## config.mk

```make
export PLATFORM = sky130hd
export DESIGN_NAME = pscs_top
export DESIGN_NICKNAME = d
export VERILOG_FILES = /design/src/verilog/pscs_pkg.sv /design/src/verilog/pscs_div.sv /design/src/verilog/pscs_top.sv
export SDC_FILE = /design/constraint.sdc
export NUM_CORES = 1
export LEC_CHECK = 0
export BUFFER_PORTS_ARGS = -buffer_cell sky130_fd_sc_hd__buf_2
export CAP_MARGIN = 10
export CORE_UTILIZATION = 51
export DETAILED_ROUTE_END_ITERATION = 8
export GPL_ROUTABILITY_DRIVEN = 1
export PLACE_DENSITY_LB_ADDON = 0.3
export SYNTH_ARGS = -nofsm -noshare
export SYNTH_HDL_FRONTEND = slang
export SYNTH_SLANG_ARGS = --single-unit
```

## constraint.sdc

```tcl
create_clock -name clock_in -period 4.7 [get_ports clock_in]
set_clock_uncertainty 0.15 [all_clocks]
set_input_delay 0.235 -clock clock_in [delete_from_list [all_inputs] [get_ports clock_in]]
set_output_delay 0.235 -clock clock_in [all_outputs]
set_load 0.02 [all_outputs]
```

## src/verilog/pscs_pkg.sv

```systemverilog
// package for the power-save clock and short chip select block
// assumes a single 250 MHz clock and a plain register port
// How it works
// - status bits 7:6 read 01 after a watchdog time-out, 11 after reset, else 00, never 10.
// - a read of the global control register clears the status bits to 00 unless a watchdog time-out comes in the same cycle.
// - writing 1 to bit 5 forces a periodic interrupt pending; 0 does nothing; reads zero.
// - field 1:0 disables periodic interrupts at 00, else gives priority 1, 2 or 3.
// - field 4:2 is the clock select code driving cpu clock, peripheral clock, oscillator.
// - 000 is osc/8 both, 001 cpu osc/8 periph osc, 010 full rate, 011 osc/2 both.
// - 110 is osc/4, 111 osc/6, 100 and 101 run from 32 kHz, 101 stops the oscillator.
// - short chip selects apply in every mode but 010; 100 and 101 add self-timed.
// - bits 1:0 of the chip select control register enable short read and write selects.
// - a short read chip select is active only in the last part of the read cycle.
// - wait states between the first and second bus state do not lengthen it.
// - in divided modes a short read select lasts two fast clock cycles.
// - in 32 kHz modes a short read select lasts one 32 kHz cycle.
// - a short write select is active only around the write strobe trailing edge.
// - in divided modes it spans two fast cycles before to two after that edge.
// - in 32 kHz modes it spans one 32 kHz cycle before to one after that edge.
package pscs_pkg;
   localparam logic [3:0] ADDR_GCS      = 4'h0;
   localparam logic [3:0] ADDR_CSCTL    = 4'h1;
   localparam logic [3:0] ADDR_IRQ_STAT = 4'h2;
   localparam logic [3:0] ADDR_IRQ_MASK = 4'h3;
   localparam logic [3:0] ADDR_EVENT    = 4'h4;
   localparam int STAT_HI = 7;
   localparam int STAT_LO = 6;
   localparam int FORCE_BIT = 5;
   localparam int CSEL_HI = 4;
   localparam int CSEL_LO = 2;
   localparam int PRIO_HI = 1;
   localparam int PRIO_LO = 0;
   localparam int SHORT_RD_BIT = 0;
   localparam int SHORT_WR_BIT = 1;
   localparam int SELF_TIMED_BIT = 2;
   localparam logic [1:0] STAT_NONE  = 2'h0;
   localparam logic [1:0] STAT_WDOG  = 2'h1;
   localparam logic [1:0] STAT_RESET = 2'h3;
   localparam logic [2:0] CSEL_RESET = 3'h0;
   localparam logic [1:0] PRIO_RESET = 2'h0;
   localparam logic [2:0] CSCTL_RESET = 3'h0;
   localparam logic [2:0] CS_DIV8  = 3'h0;
   localparam logic [2:0] CS_MIXED = 3'h1;
   localparam logic [2:0] CS_FULL  = 3'h2;
   localparam logic [2:0] CS_DIV2  = 3'h3;
   localparam logic [2:0] CS_32K   = 3'h4;
   localparam logic [2:0] CS_32KOFF = 3'h5;
   localparam logic [2:0] CS_DIV4  = 3'h6;
   localparam logic [2:0] CS_DIV6  = 3'h7;
   localparam int SHORT_FAST_CYC = 2;
   localparam int SHORT_SLOW_CYC = 1;
   localparam int IRQ_W = 4;
   localparam int IRQ_WDOG = 0;
   localparam int IRQ_FORCE = 1;
   localparam int IRQ_CSRD = 2;
   localparam int IRQ_CSWR = 3;
   localparam logic [3:0] IRQ_MASK_RESET = 4'h0;
endpackage

```

## src/verilog/pscs_div.sv

```systemverilog
// programmable enable divider: one-cycle tick every ratio input edges
// assumes the input enable comes from the same clock
`timescale 1ns/100ps
module pscs_div
#(
   parameter int W = 4
)
(
   input  wire logic         clock_in,
   input  wire logic         sys_rst_in,
   input  wire logic         en_in,
   input  wire logic [W-1:0] ratio_in,
   output logic              tick_out
);
   logic [W-1:0] count;
   wire          wrap = (count >= ratio_in - W'(1));

   always_ff @(posedge clock_in)
   begin
      if (sys_rst_in)
      begin
         count    <= '0;
         tick_out <= 1'b0;
      end
      else
      begin
         tick_out <= en_in & wrap;
         if (en_in)
            count <= wrap ? '0 : count + W'(1);
      end
   end
endmodule

```

## src/verilog/pscs_top.sv

```systemverilog
// global control/status register, clock select and short chip selects
// assumes bus state inputs and the 32 kHz tick come from pins
// and the watchdog time-out is a same-clock pulse
`timescale 1ns/100ps
module pscs_top
   import pscs_pkg::*;
(
   input  wire logic       clock_in,
   input  wire logic       sys_rst_in,
   input  wire logic [3:0] addr_in,
   input  wire logic [7:0] wdata_in,
   input  wire logic       wr_in,
   input  wire logic       rd_in,
   output logic [7:0]      rdata_out,
   input  wire logic       wdog_timeout_in,
   input  wire logic       clk32k_in,
   input  wire logic       cycle_active_in,
   input  wire logic       cycle_write_in,
   input  wire logic       state_second_in,
   input  wire logic       wr_strobe_in,
   output logic            chip_sel_out,
   output logic            cpu_clk_en_out,
   output logic            per_clk_en_out,
   output logic            osc_on_out,
   output logic            self_timed_out,
   output logic [1:0]      periodic_prio_out,
   output logic            periodic_force_out,
   output logic            irq_out
);
   import pscs_pkg::*;

   // ==========================================================
   // pin synchronisers
   // ==========================================================
   logic [4:0] sync_a;
   logic [4:0] sync_b;
   logic       k32_prev;
   logic       wrs_prev;
   always_ff @(posedge clock_in)
   begin
      sync_a <= {wr_strobe_in, state_second_in, cycle_write_in,
                 cycle_active_in, clk32k_in};
      sync_b <= sync_a;
   end
   wire k32   = sync_b[0];
   wire cyc   = sync_b[1];
   wire cyc_w = sync_b[2];
   wire st2   = sync_b[3];
   wire wrs   = sync_b[4];
   always_ff @(posedge clock_in)
   begin
      k32_prev <= k32;
      wrs_prev <= wrs;
   end
   wire k32_tick = k32 & ~k32_prev;
   wire wrs_fall = wrs_prev & ~wrs;

   // ==========================================================
   // registers
   // ==========================================================
   logic [1:0]       stat;
   logic [2:0]       csel;
   logic [1:0]       prio;
   logic [2:0]       csctl;
   logic [IRQ_W-1:0] irq_stat;
   logic [IRQ_W-1:0] irq_mask;
   logic             force_p;

   wire wr_gcs   = wr_in & (addr_in == ADDR_GCS);
   wire rd_gcs   = rd_in & (addr_in == ADDR_GCS);
   wire wr_csctl = wr_in & (addr_in == ADDR_CSCTL);
   wire wr_istat = wr_in & (addr_in == ADDR_IRQ_STAT);
   wire wr_imask = wr_in & (addr_in == ADDR_IRQ_MASK);
   wire force_wr = wr_gcs & wdata_in[FORCE_BIT];
   logic cs_rd_done;
   logic cs_wr_done;
   wire [IRQ_W-1:0] ev = {cs_wr_done, cs_rd_done, force_wr,
                          wdog_timeout_in};
   wire [IRQ_W-1:0] clr = wr_istat ? wdata_in[IRQ_W-1:0] : '0;

   // status: reset reads 11, watchdog 01, a read clears, never 10
   wire [1:0] next_stat = wdog_timeout_in ? (stat | STAT_WDOG)
                        : rd_gcs ? STAT_NONE : stat;

   always_ff @(posedge clock_in)
   begin
      if (sys_rst_in)
      begin
         stat     <= STAT_RESET;
         csel     <= CSEL_RESET;
         prio     <= PRIO_RESET;
         csctl    <= CSCTL_RESET;
         irq_stat <= '0;
         irq_mask <= IRQ_MASK_RESET;
         force_p  <= 1'b0;
      end
      else
      begin
         stat    <= next_stat;
         force_p <= force_wr;
         if (wr_gcs)
         begin
            csel <= wdata_in[CSEL_HI:CSEL_LO];
            prio <= wdata_in[PRIO_HI:PRIO_LO];
         end
         if (wr_csctl)
            csctl <= wdata_in[2:0];
         if (wr_imask)
            irq_mask <= wdata_in[IRQ_W-1:0];
         irq_stat <= (irq_stat & ~clr) | ev;
      end
   end

   // ==========================================================
   // read port
   // ==========================================================
   logic [7:0] rmux;
   always_comb
   begin
      unique case (addr_in)
         ADDR_GCS:      rmux = {stat, 1'b0, csel, prio};
         ADDR_CSCTL:    rmux = {5'h00, csctl};
         ADDR_IRQ_STAT: rmux = {4'h0, irq_stat};
         ADDR_IRQ_MASK: rmux = {4'h0, irq_mask};
         default:       rmux = 8'h00;
      endcase
   end
   always_ff @(posedge clock_in)
   begin
      if (sys_rst_in)
         rdata_out <= 8'h00;
      else
         rdata_out <= rd_in ? rmux : 8'h00;
   end

   // ==========================================================
   // clock select decode
   // ==========================================================
   logic [3:0] cpu_ratio;
   logic [3:0] per_ratio;
   always_comb
   begin
      unique case (csel)
         CS_DIV8:   begin cpu_ratio = 4'h8; per_ratio = 4'h8; end
         CS_MIXED:  begin cpu_ratio = 4'h8; per_ratio = 4'h1; end
         CS_FULL:   begin cpu_ratio = 4'h1; per_ratio = 4'h1; end
         CS_DIV2:   begin cpu_ratio = 4'h2; per_ratio = 4'h2; end
         CS_DIV4:   begin cpu_ratio = 4'h4; per_ratio = 4'h4; end
         CS_DIV6:   begin cpu_ratio = 4'h6; per_ratio = 4'h6; end
         default:   begin cpu_ratio = 4'h1; per_ratio = 4'h1; end
      endcase
   end
   wire slow   = (csel == CS_32K) | (csel == CS_32KOFF);
   wire src_en = slow ? k32_tick : 1'b1;
   logic cpu_tick;
   logic per_tick;

   pscs_div #(.W(4)) u_cpu_div
   (
      .clock_in   (clock_in),
      .sys_rst_in (sys_rst_in),
      .en_in      (src_en),
      .ratio_in   (cpu_ratio),
      .tick_out   (cpu_tick)
   );
   pscs_div #(.W(4)) u_per_div
   (
      .clock_in   (clock_in),
      .sys_rst_in (sys_rst_in),
      .en_in      (src_en),
      .ratio_in   (per_ratio),
      .tick_out   (per_tick)
   );

   // ==========================================================
   // short chip select generation
   // ==========================================================
   wire short_ok = (csel != CS_FULL);
   wire rd_short = short_ok & csctl[SHORT_RD_BIT] & ~cyc_w;
   wire wr_short = short_ok & csctl[SHORT_WR_BIT] & cyc_w;
   // step is one fast cycle or one 32 kHz period
   wire step     = slow ? k32_tick : 1'b1;
   wire [1:0] len = slow ? 2'(SHORT_SLOW_CYC)
                         : 2'(SHORT_FAST_CYC);

   logic [1:0] rd_cnt;
   logic       rd_seen;
   logic [1:0] wr_cnt;
   logic       cs_q;

   // read: pulse starts once the second bus state is reached, so
   // wait states spent before it never stretch the pulse
   wire rd_start = rd_short & cyc & st2 & ~rd_seen;
   // pulse runs from the counter only, so it lasts exactly len steps
   wire rd_on    = (rd_cnt != 2'd0);
   // write: select while the strobe is up, through its trailing
   // edge, then the counter holds it for the rest of len steps
   wire wr_on    = (wr_short & ((cyc & wrs) | wrs_fall))
                 | (wr_cnt != 2'd0);

   always_ff @(posedge clock_in)
   begin
      if (sys_rst_in)
      begin
         rd_cnt     <= 2'd0;
         rd_seen    <= 1'b0;
         wr_cnt     <= 2'd0;
         cs_rd_done <= 1'b0;
         cs_wr_done <= 1'b0;
      end
      else
      begin
         cs_rd_done <= 1'b0;
         cs_wr_done <= 1'b0;
         if (!cyc)
            rd_seen <= 1'b0;
         else if (rd_start)
            rd_seen <= 1'b1;
         if (rd_start)
            rd_cnt <= len;
         else if (step && rd_cnt != 2'd0)
         begin
            rd_cnt     <= rd_cnt - 2'd1;
            cs_rd_done <= (rd_cnt == 2'd1);
         end
         // the trailing-edge cycle itself is the first hold step
         if (wr_short && wrs_fall)
            wr_cnt <= len - {1'b0, step};
         else if (step && wr_cnt != 2'd0)
         begin
            wr_cnt     <= wr_cnt - 2'd1;
            cs_wr_done <= (wr_cnt == 2'd1);
         end
      end
   end

   wire next_cs = (rd_short | wr_short) ? (rd_on | wr_on)
                                        : cyc;

   // ==========================================================
   // registered outputs
   // ==========================================================
   always_ff @(posedge clock_in)
   begin
      if (sys_rst_in)
      begin
         cs_q               <= 1'b0;
         cpu_clk_en_out     <= 1'b0;
         per_clk_en_out     <= 1'b0;
         osc_on_out         <= 1'b1;
         self_timed_out     <= 1'b0;
         periodic_prio_out  <= PRIO_RESET;
         periodic_force_out <= 1'b0;
         irq_out            <= 1'b0;
      end
      else
      begin
         cs_q               <= next_cs;
         cpu_clk_en_out     <= cpu_tick;
         per_clk_en_out     <= per_tick;
         osc_on_out         <= (csel != CS_32KOFF);
         self_timed_out     <= slow & csctl[SELF_TIMED_BIT];
         periodic_prio_out  <= prio;
         periodic_force_out <= force_p;
         irq_out            <= |(irq_stat & irq_mask);
      end
   end
   assign chip_sel_out = cs_q;
endmodule

```

Word-level counts from Yosys, hierarchy flattened --
Index checks and enable logic that the tools add are counted.
Word-level totals: bits in registers 65, ROM bits 0, logic and storage cells 120, bits in latches 0, memories kept 0, RAM bits 0
Cells by class: bitwise logic cells 38, mux-type cells 13, reduce and logical (&&, ||, !) cells 17, eq/ne operators 13, order comparisons 2, shift-type cells 0, $add $sub $neg 7, div/mod/pow operators 0, multipliers 0
Operators by type and width (number):
- $pmux W4 S4 | 2
- $pmux W8 S4 | 1
- $and A1 B1 Y1 | 20
- $eq A3 B3 Y1 const B | 4
- $mux W4 | 3
- $mux W2 | 5
- $not A1 Y1 | 9
- $add A4 B1 Y4 const B | 2
- $and A4 B4 Y4 | 2
- $eq A4 B2 Y1 const B | 2
- $ge A4 B4 Y1 | 2
- $reduce_bool A2 Y1 | 4
- $reduce_or A2 Y1 | 4
- $sub A4 B1 Y4 const B | 2
- $reduce_or A3 Y1 | 2
- $or A1 B1 Y1 | 5
- $eq A2 B1 Y1 const B | 2
- $eq A4 B1 Y1 const B | 1
- $logic_not A4 Y1 | 1
- $not A4 Y4 | 1
- $or A4 B4 Y4 | 1
- $reduce_or A4 Y1 | 1
- $sub A2 B1 Y2 const B | 2
- $eq A3 B1 Y1 const B | 1
- other kinds (8) | 11

Logic depth before layout (Yosys ltp) --
Gate-level depths: netlist of run 1.
depth in word-level cells 7, depth in mapped cells 8, depth with buffers taken out 7

By module --
From an unflattened synthesis of run 1, not the netlist that was laid out.
Unflattened totals: cells, all modules 281, area, all modules 2770.2 um^2
Modules (own cells, without submodules):
- pscs_top | sequential area each 1081.0 um^2, cells an instance 203, times used 1, area an instance 2021.9 um^2
- pscs_div | sequential area each 100.1 um^2, cells an instance 39, times used 2, area an instance 374.1 um^2

Worst setup path after synthesis of run 1 --
No wires, ideal clock.
path type register -> register, from register csel[1], to register u_cpu_div.count[1], clock period less this slack 2092 ps, path slack 2608 ps, stages on the path, launching flop included 9, setup time 95 ps, arrival 1846 ps, path buffers 1, data required time 4455 ps, path through dfxtp_1 -> buf_4 -> nor3b_4 -> nor2_1 -> ha_1 -> nand2b_1 -> a211oi_1 -> o21bai_1 -> a221oi_1
Between the ends: word-level cells in the longest chain between the ends 6
RTL lines:
- start: declaration | line pscs_top.sv:62 | logic [2:0] csel;
- start signal: assignment | line pscs_top.sv:103 | csel <= wdata_in[CSEL_HI:CSEL_LO];
- $eq A3 B1 Y1 / $logic_not A3 Y1 (equally long branches) | line pscs_top.sv:143 | unique case (csel)
- $reduce_or A2 Y1 (no source line)
- $pmux W4 S4 | line pscs_top.sv:143
- $sub A4 B1 Y4 | line pscs_div.sv:16 | wire wrap = (count >= ratio_in - W'(1));
- $ge A4 B4 Y1 | line pscs_div.sv:16
- $mux W4 | line pscs_div.sv:29 | count <= wrap ? '0 : count + W'(1);
- end signal: assignment | line pscs_div.sv:29
- end: declaration | line pscs_div.sv:15 | logic [W-1:0] count;
Several ways; a longest one is shown, not always the timed one. A chain may end at the register's enable or synchronous reset.

Worst setup path after layout of run 1 --
from register csel[2], to register u_cpu_div.count[1]
The elaborated chain is that of the path after synthesis.

==> out/metrics.csv, run 1 <==
stage;metric;value;unit
logic_synthesis;synthesized-area fraction occupied by adder cells;6.667;%
global_route;largest net degree at the start of global routing;49;
detailed_routing;Avg WL per Cell;12.81;microns
timing;Max Slew Vio Count;0;
logic_synthesis;Synth Register Bits;64;
setup_path;worst path required time;4790;ps
hold_path;Hold WC Path Type;primary input to register;
place;Post-DP HPWL;3206;microns
die;die height;73.78;microns
job;Max Cap Viol;0;
timing;Final Setup Violations;0;
layout;Area growth syn-to-layout;17.95;%
layout;diode count;0;
pwr;Tot Pwr;0.001258;W
detailed_routing;First-pass DRT Iterations;4;
timing;Final Hold Fails;0;
global_route;initial antenna violation count;0;
layout;commonest non-fill, non-tap cell in the layout;dfxtp_1;
timing;normalized max-slew margin;44.36;%
status;status;finished clean;
pwr;VDD IR-drop max;0.2548;mV
timing;FMAX;365.1;MHz
layout;commonest non-fill, non-tap cells in the layout;dfxtp_1, buf_2, nor2_1;
timing;Final period util;58.27;%
clock_network;TritonCTS buffer count;9;
die;core area;4848;sq um
logic_synthesis;Syn. warnings;0;
layout;fin cells;373;
logic_synthesis;Post-Syn Instances;263;
clock_network;Post-CTS Setup Bufs;0;
logic_synthesis;post-synthesis simple-gate area fraction;18.76;%
place;GP Congestion;0.8031;
place;worst slack at placement;2000;ps
detailed_routing;Vias;1947;
timing;RSZ-0062 raised after global routing;no;
detailed_routing;vias per cell;5.220;
timing;Fin Hold WS;29.47;ps
clock_network;htree depth;3;
global_route;GRT Util Overall;19.58;%
logic_synthesis;ys async rst share;0;%
pwr;Lkg Pwr;1.332;nW
setup_path;worst setup path category;register to register;
logic_synthesis;sequential share of the synthesized area;48.76;%
logic_synthesis;Mapped Area;2628;sq um
timing;fin crit period;2739;ps
logic_synthesis;Synth Area in XOR/XNOR;2.667;%
pwr;pwr/cell area;405.9;nW/um^2
detailed_routing;drt drc;0;
timing;setup TNS;0;ps
logic_synthesis;Synth Area in Compound Gates;12.24;%
global_route;first-pass GRT wire length;7831;microns
layout;Layout Nets;338;
detailed_routing;Routed Antenna Nets;0;
clock_network;CTS tree;yes;
clock_network;root buf cell;clkbuf_8;
clock_network;CTS Sinks;64;
place;placed cells;351;
die;site row count;25;
clock_network;Clock Latency Late Sink;340;ps
global_route;vias in the first global route;1749;
global_route;GR Overflow Total;0;
detailed_routing;overall routed net length;4778;microns
timing;PnR worst setup slack;1961;ps
logic_synthesis;prevailing post-synth register cell;dfxtp_1;
die;die area;5443;sq um
setup_path;crit path max fanout;11;
logic_synthesis;largest family of logic cells by synthesized area;simple AND/OR/NAND/NOR gates;
logic_synthesis;EDFF count, synth;0;
clock_network;Worst-path clk slew;70;ps
setup_path;CP startpoint kind;register;
setup_path;critical path endpoint category;register;
logic_synthesis;syn avg cell area;9.991;sq um
clock_network;Clock Path Buffers;2;
setup_path;Arr. time, crit path;2830;ps
die;Die Wd;73.78;microns
place;port buffer count;35;
layout;layout cell share with drive strength beyond 1;17.65;%
timing;Tightest Pin Transition;834.6;ps
logic_synthesis;portion of netlist area occupied by mux cells;6.952;%
die;effective utilization at floorplan;54.19;%
detailed_routing;1st-iter DRT viols;105;
die;I/O Pins;39;
logic_synthesis;number of distinct library cells after synthesis;43;
==> area by class of cell <==
type	instances	area (sq um)
Multi-Input combinational cell	178	1254
Inverter	7	26.28
Timing Repair Buffer	42	245.2
Tap cell	67	83.83
Clock buffer	9	123.9
Sequential cell	64	1281
Clock inverter	6	85.08
Fill cell	399	1749
==> state kept, by name, indices dropped and copies added, names as in the netlist, 3 cells and up <==
register	flops
rdata_out	7
sync_a	5
sync_b	5
irq_mask	4
irq_stat	4
u_cpu_div.count	4
u_per_div.count	4
csctl	3
csel	3
==> repair_timing <==
action,in CTS,in global routing
resized for setup,0,0
hold endpoints to repair,8,0
endpoints found under the setup margin,0,0
hold buffers,7,0
==> Yosys cell counts (3+ instances only) <==
cell       count  area, sq um
a21oi_1       12        60.06
nand2_1        9        33.78
mux2i_1       16        160.2
a22oi_1        3        22.52
buf_2          5        25.02
o21ai_0        4        20.02
xnor2_1        6        52.55
nor2_1        29        108.9
a221oi_1       5        43.79
nand2b_1       8        50.05
clkbuf_1       8        30.03
nand4_1        6        37.54
ha_1          14        175.2
a211oi_1       8        60.06
dfxtp_1       64         1281
inv_1          7        26.28
nor2b_1       15        93.84
nand3_1        6        30.03
a2111oi_0      4        35.03
and2_1         3        18.77
==> final timing paths <==
path / cells past startpoint / start / slack [ps] / end
max: 7 / csel[2] / 1960 / u_cpu_div.count[1]
min: 3 / wdata_in[3] / 30 / csel[1]
min reg2reg: 0 / sync_a[0] / 180 / sync_b[0]
max reg2reg: 7 / csel[2] / 1960 / u_cpu_div.count[1]
==> report_power, final <==
group | internal [W] | switching, W | total (W)
combinational | 0.0000746 | 0.0000825 | 0.000157
sequential | 0.000576 | 0.0000210 | 0.000597
clock | 0.000293 | 0.000210 | 0.000504
total | 0.000944 | 0.000314 | 0.00126
==> stage by stage <==
| step | cell area, sq um | util, % |
|---|---|---|
| 2_1_floorplan | 2631 | - |
| 3_3_place_gp | 2820 | 58.17 |
| 3_5_place_dp | 2820 | 58.17 |
| 4_1_cts | 3099 | 63.92 |
| 5_1_grt | 3099 | 63.92 |
| 6_report | 3099 | 63.92 |
==> critical path, cell delays in order (launching register included) <==
cell	delay [ps]
dfxtp_1	560
nor2b_1	640
nor2_1	120
ha_1	290
nand2b_1	140
a211oi_1	230
o21bai_1	190
a221oi_1	310
==> metal layers <==
layer	vias to the layer above	GRT usage (%)	wire, microns
met3	8	5.761	215
met1	888	23.74	2293
li1	1000	-	-
met5	-	0	0
met2	51	30.99	2178
met4	0	10.90	91
==> kinds of logic (layout without fill, tap and decap cells) <==
| group | Yosys count | count (layout) |
|---|---|---|
| xor gates and xnor gates | 8 | 8 |
| DFF | 64 | 64 |
| other | 2 | 3 |
| muxes | 18 | 18 |
| adders and majority gates | 14 | 14 |
| AOI/OAI and AO/OA | 47 | 47 |
| buffers and inverters | 22 | 64 |
| and+or+nand+nor | 88 | 88 |
Power figures use the tool's default switching activity.
==> run 2: changes to the inputs <==
- ABC_AREA: default -> 1
- CORE_UTILIZATION: 51 -> 50
- clock period: 4.7 -> 2.4 ns (I/O delays scaled with it)
==> run 2 against run 1 <==
Net effect:
- sequential share of layout area decreased by 1.2 points
- setup slack got worse by 1600 ps
- wire length increased by 8.2%
- clock power increased by 83%
- cell area increased by 3.0%
- core utilization increased by 1.5 points
- highest routed layer unchanged
==> out/metrics.csv, run 2 <==
stage;metric;value;unit
hold_path;Hold WC Path Type;primary input to register;
pwr;VDD IR-drop max;0.7047;mV
die;core area;4880;sq um
logic_synthesis;prevailing post-synth register cell;dfxtp_1;
global_route;largest net degree at the start of global routing;23;
timing;fin crit period;2071;ps
global_route;GRT Util Overall;21.06;%
pwr;Lkg Pwr;1.501;nW
detailed_routing;Avg WL per Cell;11.24;microns
layout;layout cell share with drive strength beyond 1;15.01;%
layout;biggest regs;rdata_out: 7 flops, sync_a: 5 flops, sync_b: 5 flops;
setup_path;crit path max fanout;6;
logic_synthesis;number of distinct library cells after synthesis;27;
die;effective utilization at floorplan;53.64;%
status;status;finished clean;
logic_synthesis;syn avg cell area;7.884;sq um
layout;max reg flops;7;
clock_network;TritonCTS buffer count;9;
hold_path;hold path start;sys_rst_in;
logic_synthesis;top cell type's share of synthesized area;48.95;%
logic_synthesis;ys async rst share;0;%
clock_network;Clock Path Buffers;2;
timing;FMAX;482.9;MHz
layout;post-route cell area;3192;sq um
timing;Final Setup Violations;0;
layout;fin cells;460;
timing;normalized max-slew margin;56.31;%
pwr;pwr/cell area;773.5;nW/um^2
global_route;vias in the first global route;1982;
layout;fillers;428;
die;I/O Pins;39;
layout;diode count;0;
setup_path;r2r worst-path depth;13;
clock_network;CTS tree;yes;
timing;setup TNS;0;ps
timing;Max Slew Vio Count;0;
place;GP Congestion;0.8491;
logic_synthesis;sequential share of the synthesized area;48.95;%
die;site row count;25;
setup_path;Arr. time, crit path;2150;ps
detailed_routing;vias per cell;4.804;
setup_path;crit path launch;csel[0];
layout;Layout Nets;424;
place;placed cell area;2843;sq um
logic_synthesis;Syn. warnings;0;
clock_network;Clock Latency Late Sink;330;ps
place;placed cells;429;
setup_path;worst r2r src;csel[0];
die;die height;74.36;microns
logic_synthesis;Commonest cells post-synth;dfxtp_1, nand2_1, inv_1, nor2_1, a21oi_1;
layout;commonest non-fill, non-tap cell in the layout;dfxtp_1;
logic_synthesis;largest area contributor in the netlist;dfxtp_1;
timing;RSZ-0062 raised after global routing;no;
detailed_routing;1st-iter DRT viols;162;
layout;Area growth syn-to-layout;21.94;%
setup_path;CP endpoint;u_per_div.count[2];
timing;Tightest Pin Transition;654.6;ps
layout;commonest non-fill, non-tap cells in the layout;dfxtp_1, nand2_1, inv_1;
setup_path;critical path endpoint category;register;
timing;Final Hold Fails;0;
setup_path;CP startpoint kind;register;
global_route;first-pass GRT wire length;8728;microns
layout;Top reg by flops;rdata_out;
place;Post-DP HPWL;3513;microns
setup_path;reg2reg end;u_per_div.count[2];
setup_path;worst setup path category;register to register;
logic_synthesis;Mapped Area;2618;sq um
setup_path;flop2flop setup slack;330;ps
global_route;initial antenna violation count;0;
detailed_routing;overall routed net length;5170;microns
place;port buffer count;35;
logic_synthesis;Synth Register Bits;64;
detailed_routing;First-pass DRT Iterations;6;
setup_path;worst path required time;2480;ps
timing;Final period util;86.29;%
timing;Fin Hold WS;29.41;ps
logic_synthesis;top cells by area, synth;dfxtp_1, nand2_1, inv_1;
clock_network;post-cts sizing count;0;
logic_synthesis;most frequent cell after synthesis;dfxtp_1;
clock_network;Worst-path clk slew;70;ps
die;die area;5529;sq um
job;Max Cap Viol;0;
die;Die Wd;74.36;microns
logic_synthesis;Post-Syn Instances;332;
detailed_routing;Routed Antenna Nets;0;
clock_network;htree depth;3;
logic_synthesis;EDFF count, synth;0;
detailed_routing;drt drc;0;
detailed_routing;Vias;2210;
clock_network;root buf cell;clkbuf_8;
clock_network;CTS Sinks;64;
global_route;GR Overflow Total;0;
-- run 2: changes by cell type after synthesis, moves of 11 or more --
cell	change
mux2i_1	-16
nor2b_1	-15
nor2_1	+16
o21ai_0	+15
nand2_1	+48
inv_1	+44
a21oi_1	+11
-- run 2: stage by stage --
| stage | worst slack (ps) | total power [W] | utilization [%] |
|---|---|---|---|
| floorplan | 637.4 | 0.001459 | - |
| global placement | 430.6 | 0.001525 | 58.26 |
| detailed placement | 348.0 | 0.001546 | 58.26 |
| CTS | 346.8 | 0.002470 | 65.41 |
| global route | 130.1 | 0.002606 | 65.41 |
| finish | 329.1 | 0.002469 | 65.41 |
-- run 2: worst min path at each step --
stage | to | slack (ps) | cells past startpoint
after global placement | sync_a[2] | 70 | 1
after global routing | irq_stat[3] | 50 | 2
final | irq_out | 30 | 2
after detailed placement | sync_a[4] | 70 | 1
after floorplan | sync_a[0] | -2 | 0
after CTS | force_p | 30 | 2
-- run 2: what timing repair did --
item | CTS | global route
endpoints found under the hold margin | 22 | 0
hold buffers | 15 | 0
buffers inserted | 0 | 0
endpoints found under the setup margin | 0 | 0
-- run 2: area by class of cell --
cell class / count / area (sq um) / area share [%]
Clock buffer: 13 / 158.9 / 4.978
Clock inverter: 3 / 40.04 / 1.254
Inverter: 53 / 198.9 / 6.233
Multi-Input combinational cell: 210 / 1104 / 34.57
Sequential cell: 64 / 1281 / 40.14
Tap cell: 67 / 83.83 / 2.626
Timing Repair Buffer: 50 / 325.3 / 10.19
-- run 2: kinds of logic (layout without fill, tap and decap cells) --
group,count (synthesis),after routing,synth area share (%)
AOI/OAI and AO/OA,51,51,10.37
xor gates and xnor gates,6,6,2.008
adders and majority gates,14,14,6.692
buffers and inverters,59,119,9.034
DFF,64,64,48.95
other,2,3,0.2869
and+or+nand+nor,136,136,22.66
-- run 2: worst max-delay path: stages (launching register included) --
cell,delay (ps)
dfxtp_1,400
inv_1,130
nand3_1,210
nand2_1,100
inv_1,120
nand2_1,70
ha_1,290
inv_1,40
o21bai_1,110
nand2_1,60
nand3_1,60
nand2_1,80
nand2_2,110
nor2_1,50
-- run 2: where the power goes --
group	total, W	switching, W	internal [W]	leakage (nW)
Sequential	0.00117	0.0000404	0.00113	0.524
Combinational	0.000377	0.000225	0.000152	0.874
Clock	0.000922	0.000388	0.000534	0.103
-- run 2: routing by layer --
metal	track usage, %	vias up	wire (microns)
met5	0	-	0
met4	10.06	0	83
met3	3.659	9	236
met2	34.44	64	2378
met1	27.07	983	2472
li1	-	1154	-
